===== config.mk =====
export PLATFORM = sky130hd
export DESIGN_NAME = dcdic_top
export DESIGN_NICKNAME = d
export VERILOG_FILES = /design/src/include/dcdic_pkg.sv /design/src/include/dcdic_fifo_if.sv /design/src/verilog/dcdic_fifo.sv /design/src/verilog/dcdic_top.sv
export VERILOG_INCLUDE_DIRS = /design/src /design/src/include
export SDC_FILE = /design/constraint.sdc
export NUM_CORES = 1
export LEC_CHECK = 0
export BUFFER_PORTS_ARGS = -buffer_cell sky130_fd_sc_hd__buf_4
export CAP_MARGIN = 40
export CELL_PAD_IN_SITES_DETAIL_PLACEMENT = 1
export CELL_PAD_IN_SITES_GLOBAL_PLACEMENT = 2
export CORE_MARGIN = 3
export CORE_UTILIZATION = 42
export CTS_CLUSTER_DIAMETER = 150
export DETAILED_ROUTE_END_ITERATION = 10
export GPL_ROUTABILITY_DRIVEN = 0
export PLACE_DENSITY = 0.86
export SLEW_MARGIN = 20
export SYNTH_ARGS = -nofsm -noshare
export SYNTH_HDL_FRONTEND = slang
export SYNTH_SLANG_ARGS = --single-unit

===== constraint.sdc =====
create_clock -name I_CLK -period 12.3 [get_ports I_CLK]
set_input_delay 1.23 -clock I_CLK [delete_from_list [all_inputs] [get_ports I_CLK]]
set_output_delay 1.23 -clock I_CLK [all_outputs]
set_load 0.02 [all_outputs]

===== src/include/dcdic_map.svh =====
// Constants of the dual current converter input control: widths, offsets, fields, reset values.
`ifndef DCDIC_MAP_SVH
`define DCDIC_MAP_SVH
`define DCDIC_CODE_W 12
`define DCDIC_CODE_MAX 12'hfff
`define DCDIC_CODE_RST 12'h000
`define DCDIC_PAIR_W 24
`define DCDIC_FIFO_DEPTH 8
`define DCDIC_SEG_W 15
`define DCDIC_SEG_LSB 8
`define DCDIC_ADDR_W 8
`define DCDIC_DATA_W 32
`define DCDIC_OFF_CTRL 8'h00
`define DCDIC_OFF_STATUS 8'h04
`define DCDIC_OFF_OUTPUT 8'h08
`define DCDIC_OFF_LATCH 8'h0c
`define DCDIC_CTRL_HOLD_BIT 0
`define DCDIC_CTRL_RST 1'h0
`define DCDIC_ST_MODE_LSB 0
`define DCDIC_ST_MODE_MSB 4
`define DCDIC_ST_CSLAT_BIT 5
`define DCDIC_ST_OVF_BIT 6
`define DCDIC_ST_CNT_LSB 8
`define DCDIC_ST_CNT_MSB 11
`define DCDIC_LO_LSB 0
`define DCDIC_LO_MSB 11
`define DCDIC_HI_LSB 16
`define DCDIC_HI_MSB 27
`endif


===== src/include/dcdic_pkg.sv =====
// Types shared by the dual current converter input control.
`include "dcdic_map.svh"
`default_nettype none
package dcdic_pkg;
   typedef enum logic [4:0] {
      DCDIC_FULL_PD = 5'h01,
      DCDIC_STANDBY_SELECT_RUN = 5'h02,
      DCDIC_STANDBY_SELECT_GATED = 5'h04,
      DCDIC_NORMAL = 5'h08,
      DCDIC_BUS_HOLD = 5'h10
   } dcdic_mode_t;
   typedef logic [`DCDIC_CODE_W-1:0] dcdic_code_t;
   typedef logic [`DCDIC_SEG_W-1:0] dcdic_seg_t;
   typedef struct packed {
      logic conv_prev;
      logic cs_lat;
      dcdic_code_t ch1_lat;
      dcdic_code_t ch2_lat;
      logic push_valid;
      logic [`DCDIC_PAIR_W-1:0] push_data;
      dcdic_code_t out1;
      dcdic_code_t out1_c;
      dcdic_code_t out2;
      dcdic_code_t out2_c;
      dcdic_seg_t seg1;
      dcdic_seg_t seg2;
      logic iout_en;
      logic vout_en;
      logic int_clk;
      dcdic_mode_t mode;
      logic hold;
      logic ovf;
      logic [`DCDIC_DATA_W-1:0] rdata;
   } dcdic_state_t;
endpackage
`default_nettype wire


===== src/include/dcdic_fifo_if.sv =====
// Carrier between the input control and its pair FIFO.
`default_nettype none
interface dcdic_fifo_if #(parameter int W = 24, parameter int DEPTH = 8);
   localparam int CW = $clog2(DEPTH + 1);
   logic [W-1:0] in_data;
   logic in_valid;
   logic in_ready;
   logic [W-1:0] out_data;
   logic out_valid;
   logic out_ready;
   logic [CW-1:0] level;
   modport fifo (input in_data, input in_valid, input out_ready,
                 output in_ready, output out_data, output out_valid, output level);
   modport user (output in_data, output in_valid, output out_ready,
                 input in_ready, input out_data, input out_valid, input level);
endinterface
`default_nettype wire


===== src/verilog/dcdic_fifo.sv =====
// Synchronous FIFO holding converter word pairs between capture and output update.
`default_nettype none
module dcdic_fifo #(
   parameter int W = 24,
   parameter int DEPTH = 8
) (
   // Clock and reset
   input wire logic i_clk,
   input wire logic i_rst,
   input wire logic i_ce,
   // Both sides of the queue
   dcdic_fifo_if.fifo bus
);
   localparam int PW = $clog2(DEPTH);
   localparam int CW = $clog2(DEPTH + 1);
   typedef struct packed {
      logic [DEPTH-1:0][W-1:0] mem;
      logic [PW-1:0] wp;
      logic [PW-1:0] rp;
      logic [CW-1:0] cnt;
   } dcdic_fifo_st_t;
   dcdic_fifo_st_t st_reg;
   dcdic_fifo_st_t st_next;
   logic push;
   logic pop;

   assign bus.in_ready = (st_reg.cnt != CW'(DEPTH));
   assign bus.out_valid = (st_reg.cnt != '0);
   assign bus.out_data = st_reg.mem[st_reg.rp];
   assign bus.level = st_reg.cnt;
   assign push = bus.in_valid && bus.in_ready;
   assign pop = bus.out_valid && bus.out_ready;

   always_comb begin
      st_next = st_reg;
      if (push) begin
         st_next.mem[st_reg.wp] = bus.in_data;
         st_next.wp = st_reg.wp + 1'b1;
      end
      if (pop) begin
         st_next.rp = st_reg.rp + 1'b1;
      end
      case ({push, pop})
         2'b10: st_next.cnt = st_reg.cnt + 1'b1;
         2'b01: st_next.cnt = st_reg.cnt - 1'b1;
         default: st_next.cnt = st_reg.cnt;
      endcase
   end

   always_ff @(posedge i_clk or posedge i_rst) begin
      if (i_rst) begin
         st_reg <= '0;
      end else if (i_ce) begin
         st_reg <= st_next;
      end
   end
endmodule
`default_nettype wire


===== src/verilog/dcdic_top.sv =====
// Input control of a dual 12-bit current-output converter: capture, chip select, modes, outputs.
//
// Behaviour
// - Codes are unsigned 0..4095; complement output carries 4095 minus code.
// - Edge latches plus a segment decoder refreshed on every output update.
// - Full power-down tristates outputs; standby and select then have no effect.
// - Power-down, standby and select low: standby, tristate, words still captured.
// - In standby the outputs are not refreshed from newly captured words.
// - Standby with select high gates the internal clock; nothing is captured.
// - Standby high, select low is normal operation, resuming the pre-standby output.
// - Standby high and select high ignores data and clock, holding outputs.
// - Voltage power-down tristates the voltage section independently of the rest.
// - Unconnected mode pins default to levels giving fully operational converters.
// - With power-down and select low the internal clock follows the conversion clock.
// - Channel 1 is taken on rising edges, channel 2 on falling edges.
// - Each rising edge moves the previously captured pair to both outputs together.
// - Select rising acts at the next rising edge; internal clock then held high.
// - Select low registers at a rising edge; first capture is channel 2.
// - Next rising edge outputs stale channel 1 with new channel 2, captures channel 1.
//
// The register offsets and the address-and-strobe port were decided locally.
`include "dcdic_map.svh"
`default_nettype none
module dcdic_top (
   // Clock, reset and clock enable
   input wire logic I_CLK,
   input wire logic I_RST,
   input wire logic I_CE,
   // Conversion clock and parallel data port
   input wire logic I_CONV_CLK,
   input wire logic [`DCDIC_CODE_W-1:0] I_DATA,
   // Mode pins
   input wire logic I_FULL_POWER_DOWN,
   input wire logic I_STANDBY_SELECT,
   input wire logic I_DEVICE_SELECT_N,
   input wire logic I_VOLTAGE_DAC_POWER_DOWN,
   // Register port
   input wire logic [`DCDIC_ADDR_W-1:0] I_ADDR,
   input wire logic [`DCDIC_DATA_W-1:0] I_WDATA,
   input wire logic I_WR,
   input wire logic I_RD,
   output logic [`DCDIC_DATA_W-1:0] O_RDATA,
   // Converter codes and switch drive
   output logic [`DCDIC_CODE_W-1:0] O_IOUT1,
   output logic [`DCDIC_CODE_W-1:0] O_IOUT1_C,
   output logic [`DCDIC_CODE_W-1:0] O_IOUT2,
   output logic [`DCDIC_CODE_W-1:0] O_IOUT2_C,
   output logic [`DCDIC_SEG_W-1:0] O_SEG1,
   output logic [`DCDIC_SEG_W-1:0] O_SEG2,
   // Output enables, internal clock and mode
   output logic O_IOUT_EN,
   output logic O_VOUT_EN,
   output logic O_INT_CLK,
   output logic [4:0] O_MODE
);
   dcdic_pkg::dcdic_state_t st_reg;
   dcdic_pkg::dcdic_state_t st_next;
   dcdic_fifo_if #(.W(`DCDIC_PAIR_W), .DEPTH(`DCDIC_FIFO_DEPTH)) pair_q ();
   logic conv_rise;
   logic conv_fall;
   logic clk_run;
   logic standby;
   logic [`DCDIC_CODE_W-1:0] q_ch1;
   logic [`DCDIC_CODE_W-1:0] q_ch2;

   // Complement code for the complementary current output of both channels.
   function automatic dcdic_pkg::dcdic_code_t comp_code(input dcdic_pkg::dcdic_code_t code);
      comp_code = `DCDIC_CODE_MAX - code;
   endfunction

   // Thermometer decode of the upper nibble drives the unary current segments.
   function automatic dcdic_pkg::dcdic_seg_t seg_decode(input dcdic_pkg::dcdic_code_t code);
      dcdic_pkg::dcdic_seg_t s;
      s = '0;
      for (int k = 0; k < `DCDIC_SEG_W; k++) begin
         s[k] = (32'(code[`DCDIC_CODE_W-1:`DCDIC_SEG_LSB]) > k);
      end
      seg_decode = s;
   endfunction

   // Mode decode from the pin levels; the select pin is taken as presented.
   function automatic dcdic_pkg::dcdic_mode_t mode_decode(input logic pd, input logic sb, input logic cs_n);
      if (pd) begin
         mode_decode = dcdic_pkg::DCDIC_FULL_PD;
      end else if (!sb && !cs_n) begin
         mode_decode = dcdic_pkg::DCDIC_STANDBY_SELECT_RUN;
      end else if (!sb) begin
         mode_decode = dcdic_pkg::DCDIC_STANDBY_SELECT_GATED;
      end else if (!cs_n) begin
         mode_decode = dcdic_pkg::DCDIC_NORMAL;
      end else begin
         mode_decode = dcdic_pkg::DCDIC_BUS_HOLD;
      end
   endfunction

   dcdic_fifo #(.W(`DCDIC_PAIR_W), .DEPTH(`DCDIC_FIFO_DEPTH)) u_pair_fifo (
      .i_clk(I_CLK),
      .i_rst(I_RST),
      .i_ce(I_CE),
      .bus(pair_q.fifo)
   );

   // The conversion clock is sampled as a level; an edge acts at the first system clock that samples the new level.
   assign conv_rise = I_CONV_CLK && !st_reg.conv_prev;
   assign conv_fall = !I_CONV_CLK && st_reg.conv_prev;
   assign clk_run = !I_FULL_POWER_DOWN && !st_reg.cs_lat;
   assign standby = !I_FULL_POWER_DOWN && !I_STANDBY_SELECT;
   assign q_ch1 = pair_q.out_data[`DCDIC_HI_MSB-`DCDIC_HI_LSB+`DCDIC_CODE_W:`DCDIC_CODE_W];
   assign q_ch2 = pair_q.out_data[`DCDIC_CODE_W-1:0];
   assign pair_q.in_data = st_reg.push_data;
   assign pair_q.in_valid = st_reg.push_valid;
   assign pair_q.out_ready = !st_reg.hold && !standby && !I_FULL_POWER_DOWN;

   always_comb begin
      st_next = st_reg;
      st_next.conv_prev = I_CONV_CLK;
      st_next.push_valid = 1'b0;
      st_next.rdata = '0;

      st_next.int_clk = clk_run ? I_CONV_CLK : 1'b1;

      if (conv_rise) begin
         st_next.cs_lat = I_DEVICE_SELECT_N;
         if (clk_run) begin
            // Stale channel 1 pairs new channel 2.
            if (!standby) begin
               st_next.push_valid = 1'b1;
               st_next.push_data = {st_reg.ch1_lat, st_reg.ch2_lat};
            end
            st_next.ch1_lat = I_DATA;
         end
      end
      if (conv_fall && clk_run) begin
         st_next.ch2_lat = I_DATA;
      end

      if (pair_q.out_valid && pair_q.out_ready) begin
         st_next.out1 = q_ch1;
         st_next.out1_c = comp_code(q_ch1);
         st_next.out2 = q_ch2;
         st_next.out2_c = comp_code(q_ch2);
         st_next.seg1 = seg_decode(q_ch1);
         st_next.seg2 = seg_decode(q_ch2);
      end

      // Pins assumed pulled to operating levels.
      st_next.mode = mode_decode(I_FULL_POWER_DOWN, I_STANDBY_SELECT, I_DEVICE_SELECT_N);
      st_next.iout_en = (st_next.mode == dcdic_pkg::DCDIC_NORMAL) ||
                        (st_next.mode == dcdic_pkg::DCDIC_BUS_HOLD);
      st_next.vout_en = !I_VOLTAGE_DAC_POWER_DOWN && !I_FULL_POWER_DOWN;

      // A pair offered while the queue is full is lost; the sticky flag tells software.
      if (I_WR && (I_ADDR == `DCDIC_OFF_CTRL)) begin
         st_next.hold = I_WDATA[`DCDIC_CTRL_HOLD_BIT];
      end
      if (I_WR && (I_ADDR == `DCDIC_OFF_STATUS) && I_WDATA[`DCDIC_ST_OVF_BIT]) begin
         st_next.ovf = 1'b0;
      end
      if (st_reg.push_valid && !pair_q.in_ready) begin
         st_next.ovf = 1'b1;
      end

      if (I_RD) begin
         case (I_ADDR)
            `DCDIC_OFF_CTRL: begin
               st_next.rdata[`DCDIC_CTRL_HOLD_BIT] = st_reg.hold;
            end
            `DCDIC_OFF_STATUS: begin
               st_next.rdata[`DCDIC_ST_MODE_MSB:`DCDIC_ST_MODE_LSB] = st_reg.mode;
               st_next.rdata[`DCDIC_ST_CSLAT_BIT] = st_reg.cs_lat;
               st_next.rdata[`DCDIC_ST_OVF_BIT] = st_reg.ovf;
               st_next.rdata[`DCDIC_ST_CNT_MSB:`DCDIC_ST_CNT_LSB] = pair_q.level;
            end
            `DCDIC_OFF_OUTPUT: begin
               st_next.rdata[`DCDIC_LO_MSB:`DCDIC_LO_LSB] = st_reg.out1;
               st_next.rdata[`DCDIC_HI_MSB:`DCDIC_HI_LSB] = st_reg.out2;
            end
            `DCDIC_OFF_LATCH: begin
               st_next.rdata[`DCDIC_LO_MSB:`DCDIC_LO_LSB] = st_reg.ch1_lat;
               st_next.rdata[`DCDIC_HI_MSB:`DCDIC_HI_LSB] = st_reg.ch2_lat;
            end
            default: begin
               st_next.rdata = '0;
            end
         endcase
      end
   end

   always_ff @(posedge I_CLK or posedge I_RST) begin
      if (I_RST) begin
         st_reg <= '0;
         st_reg.mode <= dcdic_pkg::DCDIC_FULL_PD;
         st_reg.out1_c <= `DCDIC_CODE_MAX;
         st_reg.out2_c <= `DCDIC_CODE_MAX;
         st_reg.hold <= `DCDIC_CTRL_RST;
      end else if (I_CE) begin
         st_reg <= st_next;
      end
   end

   assign O_RDATA = st_reg.rdata;
   assign O_IOUT1 = st_reg.out1;
   assign O_IOUT1_C = st_reg.out1_c;
   assign O_IOUT2 = st_reg.out2;
   assign O_IOUT2_C = st_reg.out2_c;
   assign O_SEG1 = st_reg.seg1;
   assign O_SEG2 = st_reg.seg2;
   assign O_IOUT_EN = st_reg.iout_en;
   assign O_VOUT_EN = st_reg.vout_en;
   assign O_INT_CLK = st_reg.int_clk;
   assign O_MODE = st_reg.mode;
endmodule
`default_nettype wire


==> results by group <==
CTS
  – Clock buffer depth: 3
  – CTS buffer count: 38
  – Skew-Pair Late Insertion Delay: 530 ps
  – # clock sinks: 365
  – CTS tree: built
  – Root Buffer: clkbuf_16
  – Clock H-tree levels: 2
  – Post-CTS Resized: 0
  – Clock-pin slew on the worst setup and hold paths: 60 ps
  – # hold bufs at CTS: 0
  – Number of setup buffers added after CTS: 0

Layout
  – Ant. Diodes: 0
  – Layout cell share with drive strength beyond 1: 44.2%
  – Max reg flops: 198
  – Nets: 1291
  – Layout area overhead: 13.2%

Drt
  – WL/cell: 24.0 microns
  – Drt drc: 0
  – Vias: 9788
  – Post-Route WL: 42600 microns
  – Vias per cell: 5.52
  – Detailed Routing Iterations Pass 1: 5
  – Drt initial violations: 449
  – ANT nets after route: 0

Power and ir drop
  – Flop pwr share: 44.9%
  – Internal: 2550 uW
  – Peak VDD IR: 0.139 mV
  – NetSw: 1190 uW
  – Gate power share: 23.2%
  – LEAKAGE: 0.00905 uW
  – PwrDens: 198 nW/um^2
  – Sw frac: 31.8%
  – Clock power frac: 32.0%

Synth
  – Netlist cell types: 64
  – Yosys top cell area share: 51.0%
  – Post-synth EDFFs: 0
  – Sequential fraction of the synthesis area: 55.0%
  – Yosys warnings: 0
  – Synth Register Bits: 365
  – Leading area contributor after synthesis: dfrtp_1
  – Gate Count Post-Synth: 1193
  – Top area cells in the synthesized netlist: dfrtp_1 (51%), mux2_2 (15%), buf_4 (5.3%)
  – Post-synthesis average cell area: 14.0 sq um
  – Post-synth ARST share: 100%
  – Mapped cell area: 16700 sq um
  – Top FF cell, synth: dfrtp_1

STA
  – Final worst path period share: 25.6%
  – Setup-failing EPs final: 0
  – TNS Setup: 0 ps
  – Worst Tran Pin Value: 873 ps
  – RSZ-0062 raised after global routing: no
  – Post-layout minimum cycle time: 3150 ps
  – Hold Fails Final Rpt: 0
  – Final Max Tran Viols: 0
  – Final worst slack: 9150 ps
  – Slew margin rel.: 41.8%
  – Final Skew: 12.0 ps
  – Fmax: 0.317 GHz

Critical path
  – Crit path required time: 12870 ps
  – CP Data Arrival Time: 3730 ps
  – Worst setup SP type: input pin
  – Max Fanout on Critical Path: 144
  – CP Class: in -> async
  – Worst setup EP type: async pin

Floorplan
  – Die W: 205 microns
  – Core area: 38900 sq um
  – I/O Pins: 180
  – Core Rows: 72
  – Starting Density: 42.8%
  – Die Area: 42100 sq um
  – Die Span Y: 205 microns

Placed design
  – Dpl ws: 8560 ps
  – Hpwl dp: 26400 microns
  – IO Port Bufs: 141

Hold path
  – Worst min path class: reg -> reg

Job
  – Maxcap violations: 0

Global route
  – First-pass GRT wire length: 65000 microns
  – Grt ovf: 0
  – Vias in the first global route: 10.8k
  – Initial antenna violation count: 0
  – Largest net degree at the start of global routing: 193
  – GRT Total Usage: 20.0%

Run status
  – Status: completed
==> routing by layer <==
metal / wire length [microns] / track usage, % / share of wire (%) / vias up
met5: 0 / 0 / 0 / -
met4: 748 / 4.69 / 1.8 / 0
met3: 1320 / 2.82 / 3.1 / 56
met2: 21800 / 34.6 / 51 / 187
met1: 18700 / 26.8 / 44 / 5317
li1: - / - / - / 4228
==> cells in the final DEF, fill, tap and decap left out, types with 24 or more instances in the layout <==
master	Yosys	layout
nand2_1	77	76
dfrtp_1	340	338
mux2_2	217	217
a22oi_1	24	24
nor2_1	39	39
mux4_2	37	37
dfstp_2	25	25
buf_4	118	159
clkbuf_16	0	41
o2bb2ai_1	26	26
==> power by group through the flow <==
stage / Clock, uW / Combinational (uW) / Sequential [uW]
global route: 1280 / 940 / 1710
global placement: 0 / 839 / 1680
CTS: 1220 / 880 / 1680
detailed placement: 0 / 870 / 1690
finish: 1200 / 867 / 1680
floorplan: 0 / 753 / 1570
==> cells by family after synthesis <==
group | after synthesis | share of synthesized area [%]
flip-flops | 365 | 55.0
multiplexers | 330 | 26.1
buffers and inverters | 192 | 7.60
AND/OR/NAND/NOR | 165 | 4.83
AO/OA/AOI/OAI | 126 | 5.64
XOR/XNOR | 9 | 0.473
adder cells (fa/ha/maj) | 5 | 0.375
other | 1 | 0.0225
==> critical path, stage by stage <==
cell and delay (ps):
buf_4 130, inv_8 510, buf_4 470, buf_16 280, buf_12 310, buf_16 520
==> layout make-up <==
class | count | area [sq um]
fill | 3858 | 20000
inverter | 6 | 30.0
tap | 518 | 648
sequential | 365 | 9170
clock inverter | 11 | 108
clock buffer | 59 | 1200
timing repair buffer | 170 | 1400
multi-input combinational | 643 | 6310
==> final timing paths <==
| check | startpoint | end | slack, ps | depth (start not counted) |
|---|---|---|---|---|
| setup / recovery | I_RST | u_pair_fifo.st_reg[183] | 9150 | 6 |
| hold / removal | O_IOUT2_C[1] | O_IOUT2_C[1] | 460 | 2 |
| setup reg to reg | u_pair_fifo.st_reg[4] | O_SEG2[8] | 9280 | 6 |
| hold reg to reg | O_IOUT2_C[1] | O_IOUT2_C[1] | 460 | 2 |
| max in group I_CLK | I_CE | u_pair_fifo.st_reg[184] | 9240 | 6 |
| min in group asynchronous | I_RST | u_pair_fifo.st_reg[6] | 850 | 2 |
==> through the flow <==
| stage | cells | hold WS (ps) | utilization [%] | cell area, sq um | power, uW |
|---|---|---|---|---|---|
| after floorplan | 1200 | 439 | - | 16700 | 2320 |
| after global placement | 1691 | 447 | 44.6 | 17400 | 2520 |
| after detailed placement | 1698 | 450 | 44.9 | 17500 | 2560 |
| after CTS | 1768 | 467 | 48.3 | 18800 | 3780 |
| after global routing | 1772 | 478 | 48.5 | 18900 | 3930 |
| final | 1772 | 463 | 48.5 | 18900 | 3740 |
==> cell usage after synthesis, types with 4 or more instances <==
cell type,number
nor2b_1,4
buf_2,33
clkbuf_1,21
mux2_1,20
mux2_2,217
a21o_1,11
o2bb2ai_1,26
a21oi_1,11
mux2_4,20
buf_4,118
mux2i_1,22
a22o_1,8
buf_6,6
nor2_1,39
nand2_1,77
nor3_1,5
o21a_1,17
dfstp_2,25
mux4_2,37
a31oi_1,5
inv_1,5
o21ai_0,11
buf_1,6
nand2b_1,5
nand3_1,4
xnor2_1,6
mux4_1,10
dfrtp_1,340
a22oi_1,24
ha_1,5
Power figures use the tool's default switching activity.
